`src/inc/mem_map_pkg.sv`:
```
/*
 * Shared constants and types for the memory-space decoder of a small 8-bit core:
 * data-space offsets, window layout, reset values and mode enumerations.
 * Assumes an 8-bit data space, a 12-bit program space and one core clock.
 */
package mem_map_pkg;

    // Program space and stack geometry.
    localparam int PC_W = 12;
    localparam int STACK_DEPTH = 6;
    localparam logic [11:0] RESET_VECTOR = 12'hffe;

    // Data-space layout; every region is a byte address in the 8-bit data space.
    localparam int DATA_AW = 8;
    localparam logic [7:0] RAM_BASE = 8'h00;
    localparam logic [7:0] RAM_LAST = 8'h3f;
    localparam logic [7:0] WIN_BASE = 8'h40;
    localparam logic [7:0] WIN_LAST = 8'h7f;
    localparam logic [7:0] CORE_IDX_BASE = 8'h80;
    localparam logic [7:0] CORE_IDX_LAST = 8'h83;
    localparam logic [7:0] ACC_ADDR = 8'hff;
    localparam logic [7:0] PORT_DR_BASE = 8'hc0;
    localparam logic [7:0] PORT_DDR_BASE = 8'hc4;
    localparam logic [7:0] PORT_OPT_BASE = 8'hcc;
    localparam logic [7:0] IOR_ADDR = 8'hc8;
    localparam logic [7:0] WSEL_ADDR = 8'hc9;
    localparam logic [7:0] PERIPH_BASE = 8'hd0;
    localparam logic [7:0] PERIPH_LAST = 8'hd4;
    localparam logic [7:0] WDG_ADDR = 8'hd8;

    // Window select layout: low six bits form the block number.
    localparam int WIN_SEL_W = 6;
    localparam int WIN_OFS_W = 6;

    // Port geometry and reset values.
    localparam int NUM_PORTS = 3;
    localparam logic [7:0] PORT_RESET = 8'h00;
    localparam logic [7:0] BLOCKED_DATA = 8'h00;

    // Operating mode chosen at the release of reset.
    typedef enum logic [1:0] {
        MODE_BOOT,
        MODE_RUN,
        MODE_PROG
    } mode_t;

    // Data-space region selected by the current core address.
    typedef enum logic [2:0] {
        REG_NONE,
        REG_RAM,
        REG_WINDOW,
        REG_CORE,
        REG_PORT,
        REG_PERIPH,
        REG_IOR,
        REG_WSEL
    } region_t;

endpackage

```
`src/design/mcu_memory_space_map.sv`:
```
/*
 * Address decode and control-pin logic of a small 8-bit core: program counter and
 * return stack, data-space decode with a read-only window onto program memory,
 * readout protection, boot-mode capture, falling-edge interrupt and port reset state.
 * Assumes a program memory with combinational read and a core that asks one
 * data access per cycle. All pin inputs are synchronous to core_clk_i.
 */
// What this block does
// - Program, data and stack spaces are three separate spaces, each with its own decode.
// - A 12-bit program counter addresses up to 4K bytes of program memory directly.
// - Program space holds code, immediate operands, a factory test area and the vectors.
// - The stack is six 12-bit registers saving return addresses of calls and interrupts.
// - With the protection option set, no external read returns program memory contents.
// - The protection flag is cleared by an erase of the whole program memory, or at boot when the protection option is not set.
// - The core reads program-memory constants through a 64-byte data-space window.
// - Data decode: RAM, window, accumulator, index, ports, peripherals, IOR, window select.
// - A falling edge on the interrupt pin raises the non-maskable interrupt.
// - The reset pin is active low, has top priority and cannot be masked.
// - The programming pin at high voltage during reset selects programming mode instead of run.
// - After reset every port pin is an input with pull-up until software changes it.
// - The timer pin is the timer's external input or its output, by configuration.
// - The window sits at data addresses 40h to 7Fh and maps one 64-byte program block.
// - The window select register keeps its value through reset; software sets it first.
// - Window select bits 5:0 give the upper program address bits; bits 7:6 are reserved.
`timescale 1ns/1ps
`default_nettype none

module mcu_memory_space_map #(
    parameter int STACK_DEPTH = mem_map_pkg::STACK_DEPTH
) (
    // Clock and the active-low reset pin.
    input wire logic core_clk_i,
    input wire logic arst_n_i,
    // Control pins and mode.
    input wire logic nmi_pin_i,
    input wire logic vpp_high_i,
    output logic nmi_req_o,
    output logic core_run_o,
    output logic prog_mode_o,
    // Program counter control from the core.
    input wire logic pc_step_i,
    input wire logic pc_jump_i,
    input wire logic pc_call_i,
    input wire logic pc_ret_i,
    input wire logic [11:0] pc_target_i,
    output logic [11:0] pc_o,
    output logic [$clog2(STACK_DEPTH+1)-1:0] stack_depth_o,
    // Program memory.
    output logic [11:0] prog_addr_o,
    input wire logic [7:0] prog_rdata_i,
    output logic fetch_stall_o,
    output logic mem_erase_o,
    // Core data-space access.
    input wire logic [7:0] data_addr_i,
    input wire logic data_rd_i,
    input wire logic data_wr_i,
    input wire logic [7:0] data_wdata_i,
    input wire logic [7:0] ext_rdata_i,
    output mem_map_pkg::region_t data_sel_o,
    output logic [7:0] data_rdata_o,
    output logic data_rvalid_o,
    // External readout and erase in programming mode.
    input wire logic ext_rd_i,
    input wire logic [11:0] ext_addr_i,
    input wire logic option_protect_i,
    input wire logic erase_all_i,
    output logic [7:0] ext_data_o,
    output logic ext_valid_o,
    output logic ext_blocked_o,
    // Port pins, three ports of eight.
    input wire logic [23:0] port_in_i,
    output logic [23:0] port_out_o,
    output logic [23:0] port_oe_o,
    output logic [23:0] port_pu_o,
    // Timer pin.
    input wire logic timer_pin_i,
    input wire logic timer_out_mode_i,
    input wire logic timer_drive_i,
    output logic timer_pin_o,
    output logic timer_pin_oe_o,
    output logic timer_ext_o
);
    typedef struct packed {
        mem_map_pkg::mode_t mode;
        logic nmi_prev;
        logic nmi_req;
        logic [11:0] pc;
        logic [5:0] wsel;
        logic prot;
        logic erase;
        logic [7:0] rdata;
        logic rvalid;
        logic [7:0] xdata;
        logic xvalid;
        logic xblk;
        logic [23:0] dr;
        logic [23:0] ddr;
        logic [23:0] opt;
    } state_t;

    state_t r;
    state_t next_r;
    mem_map_pkg::region_t region;
    logic run;
    logic win_rd;
    logic push;
    logic pop;
    logic [11:0] stack_top;
    logic [1:0] pidx;
    logic [7:0] pin_rd;

    assign run = (r.mode == mem_map_pkg::MODE_RUN);
    assign pidx = data_addr_i[1:0];

    always_comb begin
        region = mem_map_pkg::REG_NONE;
        if (data_addr_i <= mem_map_pkg::RAM_LAST) begin
            region = mem_map_pkg::REG_RAM;
        end else if (data_addr_i <= mem_map_pkg::WIN_LAST) begin
            region = mem_map_pkg::REG_WINDOW;
        end else if (data_addr_i <= mem_map_pkg::CORE_IDX_LAST ||
                     data_addr_i == mem_map_pkg::ACC_ADDR) begin
            region = mem_map_pkg::REG_CORE;
        end else if (data_addr_i == mem_map_pkg::IOR_ADDR) begin
            region = mem_map_pkg::REG_IOR;
        end else if (data_addr_i == mem_map_pkg::WSEL_ADDR) begin
            region = mem_map_pkg::REG_WSEL;
        end else if ((data_addr_i[7:2] == mem_map_pkg::PORT_DR_BASE[7:2] ||
                      data_addr_i[7:2] == mem_map_pkg::PORT_DDR_BASE[7:2] ||
                      data_addr_i[7:2] == mem_map_pkg::PORT_OPT_BASE[7:2]) && pidx != 2'h3) begin
            region = mem_map_pkg::REG_PORT;
        end else if ((data_addr_i >= mem_map_pkg::PERIPH_BASE &&
                      data_addr_i <= mem_map_pkg::PERIPH_LAST) ||
                     data_addr_i == mem_map_pkg::WDG_ADDR) begin
            region = mem_map_pkg::REG_PERIPH;
        end
    end

    assign data_sel_o = region;
    assign win_rd = run && data_rd_i && region == mem_map_pkg::REG_WINDOW;

    // program space has its own source mux
    always_comb begin
        if (r.mode == mem_map_pkg::MODE_PROG) begin
            prog_addr_o = ext_addr_i;
        end else if (win_rd) begin
            prog_addr_o = {r.wsel, data_addr_i[mem_map_pkg::WIN_OFS_W-1:0]};
        end else begin
            prog_addr_o = r.pc;
        end
    end

    // The fetch loses the shared memory port to a window read, so the core waits one cycle.
    assign fetch_stall_o = !run || win_rd;

    assign push = run && pc_call_i && !pc_ret_i;
    assign pop = run && pc_ret_i;

    return_stack #(
        .DEPTH(STACK_DEPTH),
        .WIDTH(mem_map_pkg::PC_W)
    ) u_stack (
        .core_clk_i(core_clk_i),
        .arst_n_i(arst_n_i),
        .push_i(push),
        .pop_i(pop),
        .push_data_i(r.pc),
        .top_o(stack_top),
        .depth_o(stack_depth_o),
        .full_o()
    );

    // Port data reads return the pin for inputs and the latch for outputs.
    assign pin_rd = (r.dr[pidx*8 +: 8] & r.ddr[pidx*8 +: 8]) |
                    (port_in_i[pidx*8 +: 8] & ~r.ddr[pidx*8 +: 8]);

    // Next-state logic for the whole block.
    always_comb begin
        next_r = r;
        next_r.rvalid = 1'b0;
        next_r.xvalid = 1'b0;
        next_r.erase = 1'b0;
        next_r.nmi_prev = nmi_pin_i;
        next_r.nmi_req = r.nmi_prev && !nmi_pin_i;
        if (r.mode == mem_map_pkg::MODE_BOOT) begin
            next_r.mode = vpp_high_i ? mem_map_pkg::MODE_PROG : mem_map_pkg::MODE_RUN;
            next_r.prot = option_protect_i;
        end
        if (run) begin
            if (pc_ret_i) begin
                next_r.pc = stack_top;
            end else if (pc_call_i || pc_jump_i) begin
                next_r.pc = pc_target_i;
            end else if (pc_step_i) begin
                next_r.pc = r.pc + 12'h001;
            end
        end
        if (run && data_rd_i) begin
            next_r.rvalid = 1'b1;
            unique case (region)
                mem_map_pkg::REG_WINDOW: next_r.rdata = prog_rdata_i;
                mem_map_pkg::REG_WSEL: next_r.rdata = 8'h00;
                mem_map_pkg::REG_PORT: begin
                    if (data_addr_i[7:2] == mem_map_pkg::PORT_DR_BASE[7:2]) begin
                        next_r.rdata = pin_rd;
                    end else if (data_addr_i[7:2] == mem_map_pkg::PORT_DDR_BASE[7:2]) begin
                        next_r.rdata = r.ddr[pidx*8 +: 8];
                    end else begin
                        next_r.rdata = r.opt[pidx*8 +: 8];
                    end
                end
                default: next_r.rdata = ext_rdata_i;
            endcase
        end
        if (run && data_wr_i) begin
            if (region == mem_map_pkg::REG_WSEL) begin
                next_r.wsel = data_wdata_i[mem_map_pkg::WIN_SEL_W-1:0];
            end
            if (region == mem_map_pkg::REG_PORT) begin
                if (data_addr_i[7:2] == mem_map_pkg::PORT_DR_BASE[7:2]) begin
                    next_r.dr[pidx*8 +: 8] = data_wdata_i;
                end else if (data_addr_i[7:2] == mem_map_pkg::PORT_DDR_BASE[7:2]) begin
                    next_r.ddr[pidx*8 +: 8] = data_wdata_i;
                end else begin
                    next_r.opt[pidx*8 +: 8] = data_wdata_i;
                end
            end
        end
        if (r.mode == mem_map_pkg::MODE_PROG) begin
            if (ext_rd_i) begin
                next_r.xvalid = 1'b1;
                next_r.xblk = r.prot;
                next_r.xdata = r.prot ? mem_map_pkg::BLOCKED_DATA : prog_rdata_i;
            end
            if (erase_all_i) begin
                next_r.prot = 1'b0;
                next_r.erase = 1'b1;
            end else begin
                next_r.prot = r.prot | option_protect_i;
            end
        end
    end

    always_ff @(posedge core_clk_i or negedge arst_n_i) begin
        if (!arst_n_i) begin
            r.mode <= mem_map_pkg::MODE_BOOT;
            r.nmi_prev <= 1'b1;
            r.nmi_req <= 1'b0;
            r.pc <= mem_map_pkg::RESET_VECTOR;
            r.prot <= 1'b1;
            r.erase <= 1'b0;
            r.rdata <= 8'h00;
            r.rvalid <= 1'b0;
            r.xdata <= 8'h00;
            r.xvalid <= 1'b0;
            r.xblk <= 1'b0;
            r.dr <= {mem_map_pkg::NUM_PORTS{mem_map_pkg::PORT_RESET}};
            r.ddr <= {mem_map_pkg::NUM_PORTS{mem_map_pkg::PORT_RESET}};
            r.opt <= {mem_map_pkg::NUM_PORTS{mem_map_pkg::PORT_RESET}};
        end else begin
            r <= next_r;
        end
    end

    // Outputs straight from state; pull-up only on undriven, plain inputs.
    assign nmi_req_o = r.nmi_req;
    assign core_run_o = run;
    assign prog_mode_o = (r.mode == mem_map_pkg::MODE_PROG);
    assign pc_o = r.pc;
    assign mem_erase_o = r.erase;
    assign data_rdata_o = r.rdata;
    assign data_rvalid_o = r.rvalid;
    assign ext_data_o = r.xdata;
    assign ext_valid_o = r.xvalid;
    assign ext_blocked_o = r.xblk;
    assign port_out_o = r.dr;
    assign port_oe_o = r.ddr;
    assign port_pu_o = ~r.ddr & ~r.opt;

    assign timer_pin_oe_o = timer_out_mode_i;
    assign timer_pin_o = timer_drive_i;
    assign timer_ext_o = timer_pin_i & ~timer_out_mode_i;
endmodule

`default_nettype wire

```
`src/design/return_stack.sv`:
```
/*
 * Hardware return-address stack of fixed depth, built as a shift register.
 * Assumes the caller never pushes and pops in the same cycle; a push wins.
 */
`timescale 1ns/1ps
`default_nettype none

module return_stack #(
    parameter int DEPTH = mem_map_pkg::STACK_DEPTH,
    parameter int WIDTH = mem_map_pkg::PC_W
) (
    // Clock and reset.
    input wire logic core_clk_i,
    input wire logic arst_n_i,
    // Push and pop requests.
    input wire logic push_i,
    input wire logic pop_i,
    input wire logic [WIDTH-1:0] push_data_i,
    // Stack view.
    output logic [WIDTH-1:0] top_o,
    output logic [$clog2(DEPTH+1)-1:0] depth_o,
    output logic full_o
);
    localparam int DW = $clog2(DEPTH + 1);
    localparam logic [DW-1:0] FULL = DW'(DEPTH);

    typedef struct packed {
        logic [DEPTH-1:0][WIDTH-1:0] ent;
        logic [DW-1:0] depth;
    } stk_t;

    stk_t r;
    stk_t next_r;

    // Entry 0 is the top; a push onto a full stack lets the oldest entry fall off silently.
    always_comb begin
        next_r = r;
        if (push_i) begin
            next_r.ent = {r.ent[DEPTH-2:0], push_data_i};
            if (r.depth != FULL) begin
                next_r.depth = r.depth + 1'b1;
            end
        end else if (pop_i) begin
            next_r.ent = {r.ent[DEPTH-1], r.ent[DEPTH-1:1]};
            if (r.depth != '0) begin
                next_r.depth = r.depth - 1'b1;
            end
        end
    end

    always_ff @(posedge core_clk_i or negedge arst_n_i) begin
        if (!arst_n_i) begin
            r <= '0;
        end else begin
            r <= next_r;
        end
    end

    assign top_o = r.ent[0];
    assign depth_o = r.depth;
    assign full_o = (r.depth == FULL);
endmodule

`default_nettype wire

```
`config.mk`:
```
export PLATFORM = sky130hd
export DESIGN_NAME = mcu_memory_space_map
export DESIGN_NICKNAME = d
export VERILOG_FILES = /design/src/inc/mem_map_pkg.sv /design/src/design/mcu_memory_space_map.sv /design/src/design/return_stack.sv
export SDC_FILE = /design/constraint.sdc
export NUM_CORES = 1
export LEC_CHECK = 0
export BUFFER_PORTS_ARGS = -buffer_cell sky130_fd_sc_hd__buf_4
export CORE_ASPECT_RATIO = 1.5
export CORE_MARGIN = 2
export CORE_UTILIZATION = 45
export CTS_BUF_LIST = sky130_fd_sc_hd__clkbuf_16
export DETAILED_ROUTE_END_ITERATION = 6
export MAX_ROUTING_LAYER = met4
export PLACE_DENSITY = 0.67
export SLEW_MARGIN = 20
export SYNTH_ARGS = -nofsm -noshare
export SYNTH_HDL_FRONTEND = slang
export SYNTH_HIERARCHICAL = 1
export SYNTH_SLANG_ARGS = --single-unit
```
`constraint.sdc`:
```
create_clock -name core_clk_i -period 2.55 [get_ports core_clk_i]
set_clock_uncertainty 0.1 [all_clocks]
set_input_delay 0.1275 -clock core_clk_i [delete_from_list [all_inputs] [get_ports core_clk_i]]
set_output_delay 0.1275 -clock core_clk_i [all_outputs]
set_load 0.03 [all_outputs]
```
==> results by group, run 1 <==
STA
  – RSZ-0062 raised after global routing: false
  – Hold WS: 0.0116 ns
  – Final worst path period need: 2.39 ns
  – Max Slew Vio Count: 0
  – Fin crit share: 93.6%
  – Final worst slack: 0.162 ns
  – Final hold vios: 0
  – F_max: 419 MHz
  – Worst slew margin: 50.1%
  – Final setup viols: 0
  – Slew of the pin with the lowest slew margin: 0.749 ns
  – Setup TNS: 0 ns

Pwr
  – VDD IR max: 0.000526 V
  – Int Power: 5.50 mW
  – P_leak: 6.05 nW
  – Clk pwr share: 35.0%
  – Sequential share of power: 46.3%
  – Net load switching power: 2.32 mW
  – Switching share of power: 29.6%
  – Logic pwr share: 18.7%
  – PD cells: 607 nW/um^2

Cells and area
  – Nets: 1,292
  – Post-Layout Cell Count: 1,520
  – Most frequent cells in the layout: 238 x buf_4, 171 x dfrtp_1, 115 x nand2_1, 103 x mux2i_1, 93 x mux2_2
  – Most common cell after layout, fill and taps aside: buf_4
  – Area Overhead vs Synth: 20.6%
  – Final core utilization: 54.8%
  – # diodes: 0
  – # fillers: 2,164
  – Layout cells sized above 1: 33.2%

GRT
  – Overflow after GRT: 0
  – First-pass GRT wire length: 46.2 mm
  – GR Util All Layers: 25.4%
  – Vias in the first global route: 8,095
  – Largest net degree at the start of global routing: 127
  – Initial antenna violation count: 0

Floorplan
  – Initial core utilization: 45.5%
  – Die Y-Extent: 193 um
  – Die W: 130 um
  – IO Pins: 225
  – Core box area: 23,500 sq um
  – Site Rows: 69
  – DIE AREA: 25,000 sq um

Detailed routing
  – DRC: 0
  – DR WL/cell: 20.1 um
  – Drt first-iter violations: 502
  – TritonRoute pass-1 iters: 5
  – Via density: 5.45
  – Final wirelength: 30.5 mm
  – Via count: 8,281
  – Antenna viol nets, final: 0

Yosys
  – Syn Nets: 1,145
  – Synth Flop Type: dfrtp_1
  – Syn Area/Cell: 10.3 sq um
  – Post-Synthesis Cells: 1,041
  – Async set or reset register ratio after synthesis: 96.8%
  – Yosys reg bits: 190
  – Sequential cell area fraction in the yosys report: 45.0%
  – Post-synth cell types: 56
  – Synth area leader: dfrtp_1
  – Synth warn: 6
  – Synth area leaders: dfrtp_1 40%, mux2_2 9.8%, mux2i_1 9.8%
  – Area of the mapped netlist: 10,700 sq um
  – Yosys top cell area share: 40.1%
  – Post-synth EDFFs: 6

Place
  – Dpl hpwl: 22.6 mm
  – Placed cell count: 1,457
  – Worst slack at placement: 0.225 ns
  – IO buf count: 222
  – GPL Wtd Cong: 0.964

Worst hold path
  – Hold path depth: 5
  – Hold Path Class: primary input to register
  – Hold Startpoint: pc_target_i[1]
  – Hold Path Sink: pc_o[1]

Critical path
  – RR Endpoint: pc_o[10]
  – CP arrival: 2.16 ns
  – R2R Path Start: pc_o[1]
  – CP Launch Type: register
  – Crit path from: r[113]
  – FF-to-FF setup slack: 0.29 ns
  – Critical Path RT: 2.32 ns
  – Crit-path max FO: 7
  – Critical path class: register to output pin
  – Most used cell, CP: buf_4
  – Capturing element type of the critical path: output pin
  – CP max stage cell: dfrtp_1
  – Max stage delay on crit path: 0.38 ns
  – Reg2reg path depth: 6
  – CP cell instances: nor2b_1, buf_4, nand2_1, nor2_1, buf_4, mux2i_1, o21ai_0, buf_4

Clocking
  – Root Driver: clkbuf_16
  – Clock-pin slew on the worst setup and hold paths: 0.07 ns
  – CTS tree: built
  – H-Tree Depth: 4
  – Clk_lat worst skew: 0.44 ns
  – TritonCTS buffer count: 17
  – Clock sink count: 190
  – Clock tree buffer depth: 2

Status
  – Status: finished clean

Flow run
  – MaxCap Viol Count: 0
[worst max-delay path: cells and delay by family (launching register included)]
family	cells	cell delay, ns
compound gates	1	0.13
mux	1	0.38
buf+inv	3	0.53
simple gates	3	0.29
flops	1	0.38
[sequential cells by signal, indices dropped and copies added (netlist names)]
signal and flops:
pc_o 12, u_stack/top_o 12, ext_valid_o 1, port_out_o 24
u_stack/r 60, r 34, ext_data_o 8, nmi_req_o 1
mem_erase_o 1, ext_blocked_o 1, u_stack/depth_o 3, port_oe_o 24
data_rdata_o 8, data_rvalid_o 1
[cell type report]
cell class / instances / area [sq um] / area share (%)
inverters: 8 / 30.0 / 0.233
clock inverters: 15 / 166 / 1.29
clock buffers: 17 / 425 / 3.30
multi-input cells: 696 / 4840 / 37.6
well taps: 319 / 399 / 3.10
repair buffers: 275 / 2210 / 17.2
flip-flops and latches: 190 / 4800 / 37.3
[power by group through the flow]
stage          registers [mW]  logic, mW  clock network [mW]
2_1_floorplan            3.58       1.04                   0
4_1_cts                  3.62       1.47                2.78
3_3_place_gp             3.67       1.41                   0
6_report                 3.62       1.46                2.74
5_1_grt                  3.66       1.59                2.90
3_5_place_dp             3.68       1.43                   0
[metrics by stage]
stage,cell area [sq um],power [mW]
after detailed placement,12000,5.10
after CTS,12900,7.87
after global placement,12000,5.07
final,12900,7.82
after floorplan,10700,4.62
after global routing,12900,8.16
[how the worst max path moves through the flow]
stage / endpoint
2_1_floorplan: data_sel_o[0]
3_3_place_gp: data_sel_o[0]
3_5_place_dp: data_sel_o[0]
4_1_cts: prog_addr_o[10]
5_1_grt: prog_addr_o[6]
6_report: prog_addr_o[0]
[kinds of logic (layout without fill, tap and decap cells)]
group           count (synthesis)  in the layout  share of synthesized area (%)
mux                           198            198                           19.7
compound gates                195            195                           10.9
buf+inv                       155            315                           9.82
flops                         190            190                           45.0
simple gates                  292            292                           13.3
xor+xnor                        3              3                          0.246
fa+ha+maj                       8              8                           1.01
[synthesized netlist by cell type, types with 4 or more instances]
library cell and instances:
a21oi_1 15, a221oi_1 20, and2_1 27, and3_1 10, buf_1 4, buf_2 18, buf_4 100, buf_8 4
clkbuf_1 19, dfrtp_1 171, dfstp_2 13, edfxtp_1 6, ha_1 7, inv_1 8, mux2_2 93, mux2i_1 104
nand2_1 115, nand2b_1 23, nand3_1 6, nand3_2 6, nor2_1 65, nor2b_1 8, nor3_1 13, o21ai_0 87
o21ai_1 38, o22ai_1 8, o32a_1 9
[per-layer routing]
layer  global-route usage (%)  vias up  share of wire, %
li1                         -     3852                 -
met1                     28.6     4112                38
met2                     43.9      250                53
met3                     3.96       67               3.9
met4                     11.8        0               4.6
met5                        -        -                 0
[repair_timing]
item | in CTS | in global routing
setup endpoints to repair | 0 | 1
hold endpoints to repair | 206 | 0
hold buffers | 31 | 0
gates resized for setup | 0 | 1
setup buffers | 0 | 0
Note: power is estimated with default switching activity, not from simulation.
==> run 2, diff against run 1 <==
- SETUP_SLACK_MARGIN: default -> 0.3
==> results by group, run 2 (same netlist as run 1, synthesis figures left out) <==
Place
  – Dpl hpwl: 23.5 mm (was 22.6 mm)
  – IO buf count: 222 (unchanged)
  – GPL Wtd Cong: 0.945 (was 0.964)

STA
  – RSZ-0062 raised after global routing: true (was false)
  – F_max: 452 MHz (was 419 MHz)
  – Slew of the pin with the lowest slew margin: 1.10 ns (was 0.749 ns)
  – Final setup viols: 0 (unchanged)
  – Setup TNS: 0 ns (unchanged)
  – Final worst path period need: 2.21 ns (was 2.39 ns)
  – Final hold vios: 0 (unchanged)
  – Worst slew margin: 26.8% (was 50.1%)
  – Fin crit share: 86.8% (was 93.6%)
  – Hold WS: 0.0115 ns (was 0.0116 ns)
  – Max Slew Vio Count: 0 (unchanged)

Cells and area
  – Most common cell after layout, fill and taps aside: buf_4 (unchanged)
  – Area Overhead vs Synth: 22.0% (was 20.6%)
  – Top reg by flops: u_stack/r (unchanged)
  – # diodes: 0 (unchanged)
  – Largest registers: u_stack/r x60, r x34 (unchanged)
  – Nets: 1,295 (was 1,292)
  – Reg area: 4800 sq um (unchanged)
  – Layout cells sized above 1: 34.9% (was 33.2%)
  – Area of the multi-input gates: 4940 sq um (was 4840 sq um)
  – Most frequent cells in the layout: 238 x buf_4, 171 x dfrtp_1, 114 x nand2_1, 100 x mux2i_1, 93 x mux2_2 (was 238 x buf_4, 171 x dfrtp_1, 115 x nand2_1, 103 x mux2i_1, 93 x mux2_2)
  – Max reg flops: 60 (unchanged)
  – # fillers: 2,163 (was 2,164)

Critical path
  – Worst Path Buf+Inv: 4 (was 3)
  – Crit-path max FO: 6 (was 7)
  – Reg2reg path depth: 6 (unchanged)
  – Critical Path RT: 2.32 ns (about the same)
  – CP max stage cell: dfrtp_1 (unchanged)
  – Max stage delay on crit path: 0.41 ns (was 0.38 ns)
  – Most used cell, CP: buf_12 (was buf_4)
  – CP arrival: 1.98 ns (was 2.16 ns)
  – CP top delay family: buffers and inverters (unchanged)
  – Capturing element type of the critical path: output pin (unchanged)
  – Stages on worst setup path: 9 (was 8)
  – CP Launch Type: register (unchanged)
  – FF-to-FF setup slack: 0.35 ns (was 0.29 ns)
  – CP cell instances: nor2b_4, buf_12, nand2_4, nor2_4, buf_12, buf_12, mux2i_1, o21ai_1, buf_4 (was nor2b_1, buf_4, nand2_1, nor2_1, buf_4, mux2i_1, o21ai_0, buf_4)
  – Critical path class: register to output pin (unchanged)

Worst hold path
  – Hold path depth: 3 (was 5)
  – Hold Path Class: primary input to register (unchanged)

Clocking
  – Clk_lat worst skew: 0.44 ns (about the same)
  – Clock sink count: 190 (unchanged)
  – TritonCTS buffer count: 17 (unchanged)
  – Clock tree buffer depth: 2 (unchanged)
  – Clock-pin slew on the worst setup and hold paths: 0.07 ns (about the same)
  – H-Tree Depth: 4 (unchanged)
  – CTS tree: built (unchanged)
  – Root Driver: clkbuf_16 (unchanged)

GRT
  – Overflow after GRT: 0 (unchanged)
  – Initial antenna violation count: 0 (unchanged)
  – Gr busiest metal: met2 (unchanged)
  – GRT met1 Usage: 28.1% (was 28.6%)
  – Met2 usage: 46.2% (was 43.9%)
  – GR Util All Layers: 26.3% (was 25.4%)
  – Largest net degree at the start of global routing: 104 (was 127)
  – GRT met3 Usage: 5.07% (was 3.96%)
  – Vias in the first global route: 8,462 (was 8,095)
  – First-pass GRT wire length: 48.0 mm (was 46.2 mm)

Floorplan
  – Die W: 130 um (unchanged)
  – Core box area: 23,500 sq um (unchanged)
  – Site Rows: 69 (unchanged)
  – Initial core utilization: 45.5% (unchanged)
  – DIE AREA: 25,000 sq um (unchanged)
  – Die Y-Extent: 193 um (unchanged)
  – IO Pins: 225 (unchanged)

Status
  – Status: finished clean (unchanged)

Pwr
  – VDD IR max: 0.000492 V (was 0.000526 V)
  – P_leak: 6.09 nW (was 6.05 nW)
  – PD cells: 601 nW/um^2 (was 607 nW/um^2)

Detailed routing
  – Via density: 5.45 (about the same)
  – TritonRoute pass-1 iters: 4 (was 5)
  – Drt first-iter violations: 412 (was 502)
  – Via count: 8,307 (was 8,281)
  – DRC: 0 (unchanged)
  – DR WL/cell: 20.8 um (was 20.1 um)
  – Antenna viol nets, final: 0 (unchanged)
  – Final wirelength: 31.7 mm (was 30.5 mm)

Flow run
  – MaxCap Viol Count: 0 (unchanged)
==> run 2: final timing paths <==
check	from	endpoint
setup / recovery	r[114]	prog_addr_o[2]
hold / removal	pc_target_i[5]	pc_o[5]
setup reg to reg	pc_o[1]	pc_o[10]
hold reg to reg	data_rdata_o[2]	data_rdata_o[2]
max in group asynchronous	arst_n_i	r[2]
min in group asynchronous	arst_n_i	u_stack/r[36]
==> run 2: worst min-delay path, stage by stage <==
cell	delay [ns]
buf_4	0.08
a221oi_1	0.07
o31ai_1	0.24
==> run 2: report_power, final <==
group	internal [mW]	switching [mW]
clock network	1.46	1.23
logic	0.667	0.837
registers	3.32	0.306
total	5.45	2.38
==> run 2: final cells by class <==
| type | count | area share (%) |
|---|---|---|
| Clock buffer | 17 | 3.27 |
| Timing Repair Buffer | 278 | 17.4 |
| Sequential cell | 190 | 36.9 |
| Multi-Input combinational cell | 696 | 38.0 |
| Clock inverter | 15 | 1.23 |
| Tap cell | 319 | 3.07 |
| Inverter | 8 | 0.231 |
==> run 2: layer usage <==
layer  vias to the layer above  routed length [um]
met5                         -                   0
met1                      4105               11700
met3                        69                1480
met2                       278               17000
li1                       3855                   -
met4                         0                1490
==> run 2: what timing repair did <==
action | in CTS | in global routing
resized for setup | 17 | 14
hold endpoints to repair | 92 | 0
hold buffers | 29 | 0
endpoints found under the setup margin | 13 | 39
gates cloned | 1 | 0
pin swaps | 4 | 4
buffers inserted | 4 | 2
==> run 2: metrics by stage <==
step	power [mW]	worst slack (ns)	cells	utilization (%)	cell area, sq um
after CTS	7.85	0.289	1521	55.2	13000
after floorplan	4.62	0.321	1041	-	10700
after detailed placement	5.12	0.287	1455	50.9	12000
after global placement	5.09	0.298	1455	50.9	12000
after global routing	8.18	0.244	1523	55.5	13000
final	7.82	0.338	1523	55.5	13000
==> run 3, diff against run 2 <==
- RECOVER_POWER: default -> 50
==> results by group, run 3 (same netlist as run 1, synthesis figures left out) <==
Cells and area
  – Top reg by flops: u_stack/r (unchanged)
  – Max reg flops: 60 (unchanged)
  – Area Overhead vs Synth: 19.5% (was 22.0%)
  – # diodes: 0 (unchanged)
  – Most frequent cells in the layout: 171 x buf_4, 171 x dfrtp_1, 114 x nand2_1, 100 x mux2i_1, 93 x mux2_2 (was 238 x buf_4, 171 x dfrtp_1, 114 x nand2_1, 100 x mux2i_1, 93 x mux2_2)
  – Largest registers: u_stack/r x60, r x34 (unchanged)
  – Final core utilization: 54.3% (was 55.5%)
  – Nets: 1,295 (unchanged)
  – Layout cells sized above 1: 29.5% (was 34.9%)
  – Area of the multi-input gates: 4940 sq um (unchanged)
  – Reg area: 4800 sq um (unchanged)
  – # fillers: 2,233 (was 2,163)

Place
  – Dpl hpwl: 23.5 mm (unchanged)
  – Worst slack at placement: 0.287 ns (unchanged)
  – IO buf count: 222 (unchanged)
  – GPL Wtd Cong: 0.945 (unchanged)

Floorplan
  – Core box area: 23,500 sq um (unchanged)
  – IO Pins: 225 (unchanged)
  – Die W: 130 um (unchanged)
  – DIE AREA: 25,000 sq um (unchanged)
  – Site Rows: 69 (unchanged)
  – Initial core utilization: 45.5% (unchanged)
  – Die Y-Extent: 193 um (unchanged)

Critical path
  – CP cell instances: nor2b_4, buf_12, nand2_4, nor2_4, buf_12, buf_12, mux2i_1, o21ai_1, buf_4 (unchanged)
  – CP top delay family: buffers and inverters (unchanged)
  – CP Launch Type: register (unchanged)
  – Critical path class: register to output pin (unchanged)
  – CP max stage cell: dfrtp_1 (unchanged)
  – Critical Path RT: 2.32 ns (about the same)
  – Worst Path Buf+Inv: 4 (unchanged)
  – CP arrival: 1.99 ns (was 1.98 ns)
  – Capturing element type of the critical path: output pin (unchanged)
  – Most used cell, CP: buf_12 (unchanged)
  – Max stage delay on crit path: 0.41 ns (about the same)
  – Crit-path max FO: 6 (unchanged)

Pwr
  – PD cells: 611 nW/um^2 (was 601 nW/um^2)
  – P_leak: 5.82 nW (was 6.09 nW)
  – VDD IR max: 0.000496 V (was 0.000492 V)

GRT
  – Initial antenna violation count: 0 (unchanged)
  – Overflow after GRT: 0 (unchanged)
  – GR Util All Layers: 26.3% (unchanged)
  – Vias in the first global route: 8,462 (unchanged)
  – First-pass GRT wire length: 48.0 mm (unchanged)
  – Largest net degree at the start of global routing: 104 (unchanged)

Detailed routing
  – DRC: 0 (unchanged)
  – TritonRoute pass-1 iters: 5 (was 4)
  – Via count: 8,356 (was 8,307)
  – DR WL/cell: 20.8 um (about the same)
  – Via density: 5.49 (was 5.45)
  – Antenna viol nets, final: 0 (unchanged)
  – Met2 WL: 16.9 mm (was 17.0 mm)
  – Drt first-iter violations: 411 (was 412)
  – Metal-1 WL: 11.7 mm (about the same)
  – Wire length on met3: 1.41 mm (was 1.48 mm)
  – Uppermost layer routed: met4 (unchanged)
  – Final wirelength: 31.7 mm (about the same)

STA
  – RSZ-0062 raised after global routing: true (unchanged)
  – Final setup viols: 0 (unchanged)
  – Slew of the pin with the lowest slew margin: 1.44 ns (was 1.10 ns)
  – Max Slew Vio Count: 0 (unchanged)
  – Final hold vios: 0 (unchanged)
  – Final worst path period need: 2.21 ns (about the same)
  – Worst slew margin: 3.95% (was 26.8%)
  – Fin crit share: 86.8% (about the same)
  – F_max: 452 MHz (about the same)
  – Final worst slack: 0.336 ns (was 0.338 ns)
  – Setup TNS: 0 ns (unchanged)

Clocking
  – H-Tree Depth: 4 (unchanged)
  – Clock sink count: 190 (unchanged)
  – TritonCTS buffer count: 17 (unchanged)
  – Clock-pin slew on the worst setup and hold paths: 0.07 ns (about the same)
  – Clk_lat worst skew: 0.44 ns (about the same)
  – Clock tree buffer depth: 2 (unchanged)
  – Root Driver: clkbuf_16 (unchanged)
  – CTS tree: built (unchanged)

Worst hold path
  – Hold Path Class: primary input to register (unchanged)

Flow run
  – MaxCap Viol Count: 0 (unchanged)

Status
  – Status: finished clean (unchanged)
-- run 3: per-stage QoR --
step | hold slack [ns] | cell area [sq um] | power [mW] | std cells
6_report | 0.00865 | 12800 | 7.80 | 1523
5_1_grt | 0.00707 | 12800 | 8.16 | 1523
4_1_cts | 0.000501 | 13000 | 7.85 | 1521
3_5_place_dp | -0.0451 | 12000 | 5.12 | 1455
3_3_place_gp | -0.0333 | 12000 | 5.09 | 1455
2_1_floorplan | -0.268 | 10700 | 4.62 | 1041
-- run 3: metal layers --
layer,up-vias,global-route usage (%)
met5,-,-
met4,0,13.1
met3,87,5.07
met2,290,46.2
met1,4127,28.1
li1,3852,-
-- run 3: final timing paths --
kind,start,endpoint,slack [ns],cells past startpoint
min in group asynchronous,arst_n_i,u_stack/r[48],0.05,2
worst max-delay path,r[114],prog_addr_o[2],0.34,9
worst max register to register,pc_o[1],pc_o[10],0.35,6
worst min-delay path,pc_target_i[5],pc_o[5],0.009,3
max in group asynchronous,arst_n_i,port_oe_o[16],0.50,3
worst min register to register,data_rdata_o[2],data_rdata_o[2],0.38,2
-- run 3: layout make-up --
cell class,instances,area share (%)
clock buffer,17,3.33
clock inverter,15,1.25
inverter,8,0.235
multi-input combinational,696,38.7
sequential,190,37.6
tap,319,3.13
timing repair buffer,278,15.7
-- run 3: where the power goes --
group	internal, mW	total, mW	leakage, nW	switching (mW)
combinational	0.642	1.48	3.01	0.835
sequential	3.32	3.62	2.52	0.306
clock	1.46	2.70	0.285	1.24
total	5.42	7.80	5.82	2.38
-- run 3: what timing repair did --
action / 4_1_cts / 5_1_grt
endpoints found under the hold margin: 92 / 0
pin swaps: 4 / 4
setup endpoints to repair: 13 / 39
hold buffers: 29 / 0
resized for setup: 17 / 14
buffers inserted: 4 / 2
gates cloned: 1 / 0
-- run 3: worst register-to-register path, delay by kind of cell (launching register included) --
family                     cells  cell delay, ns
and+or+nand+nor                1            0.37
DFF                            1            0.67
buffers and inverters          1            0.11
adders and majority gates      1            0.31
AOI/OAI and AO/OA              3            0.59
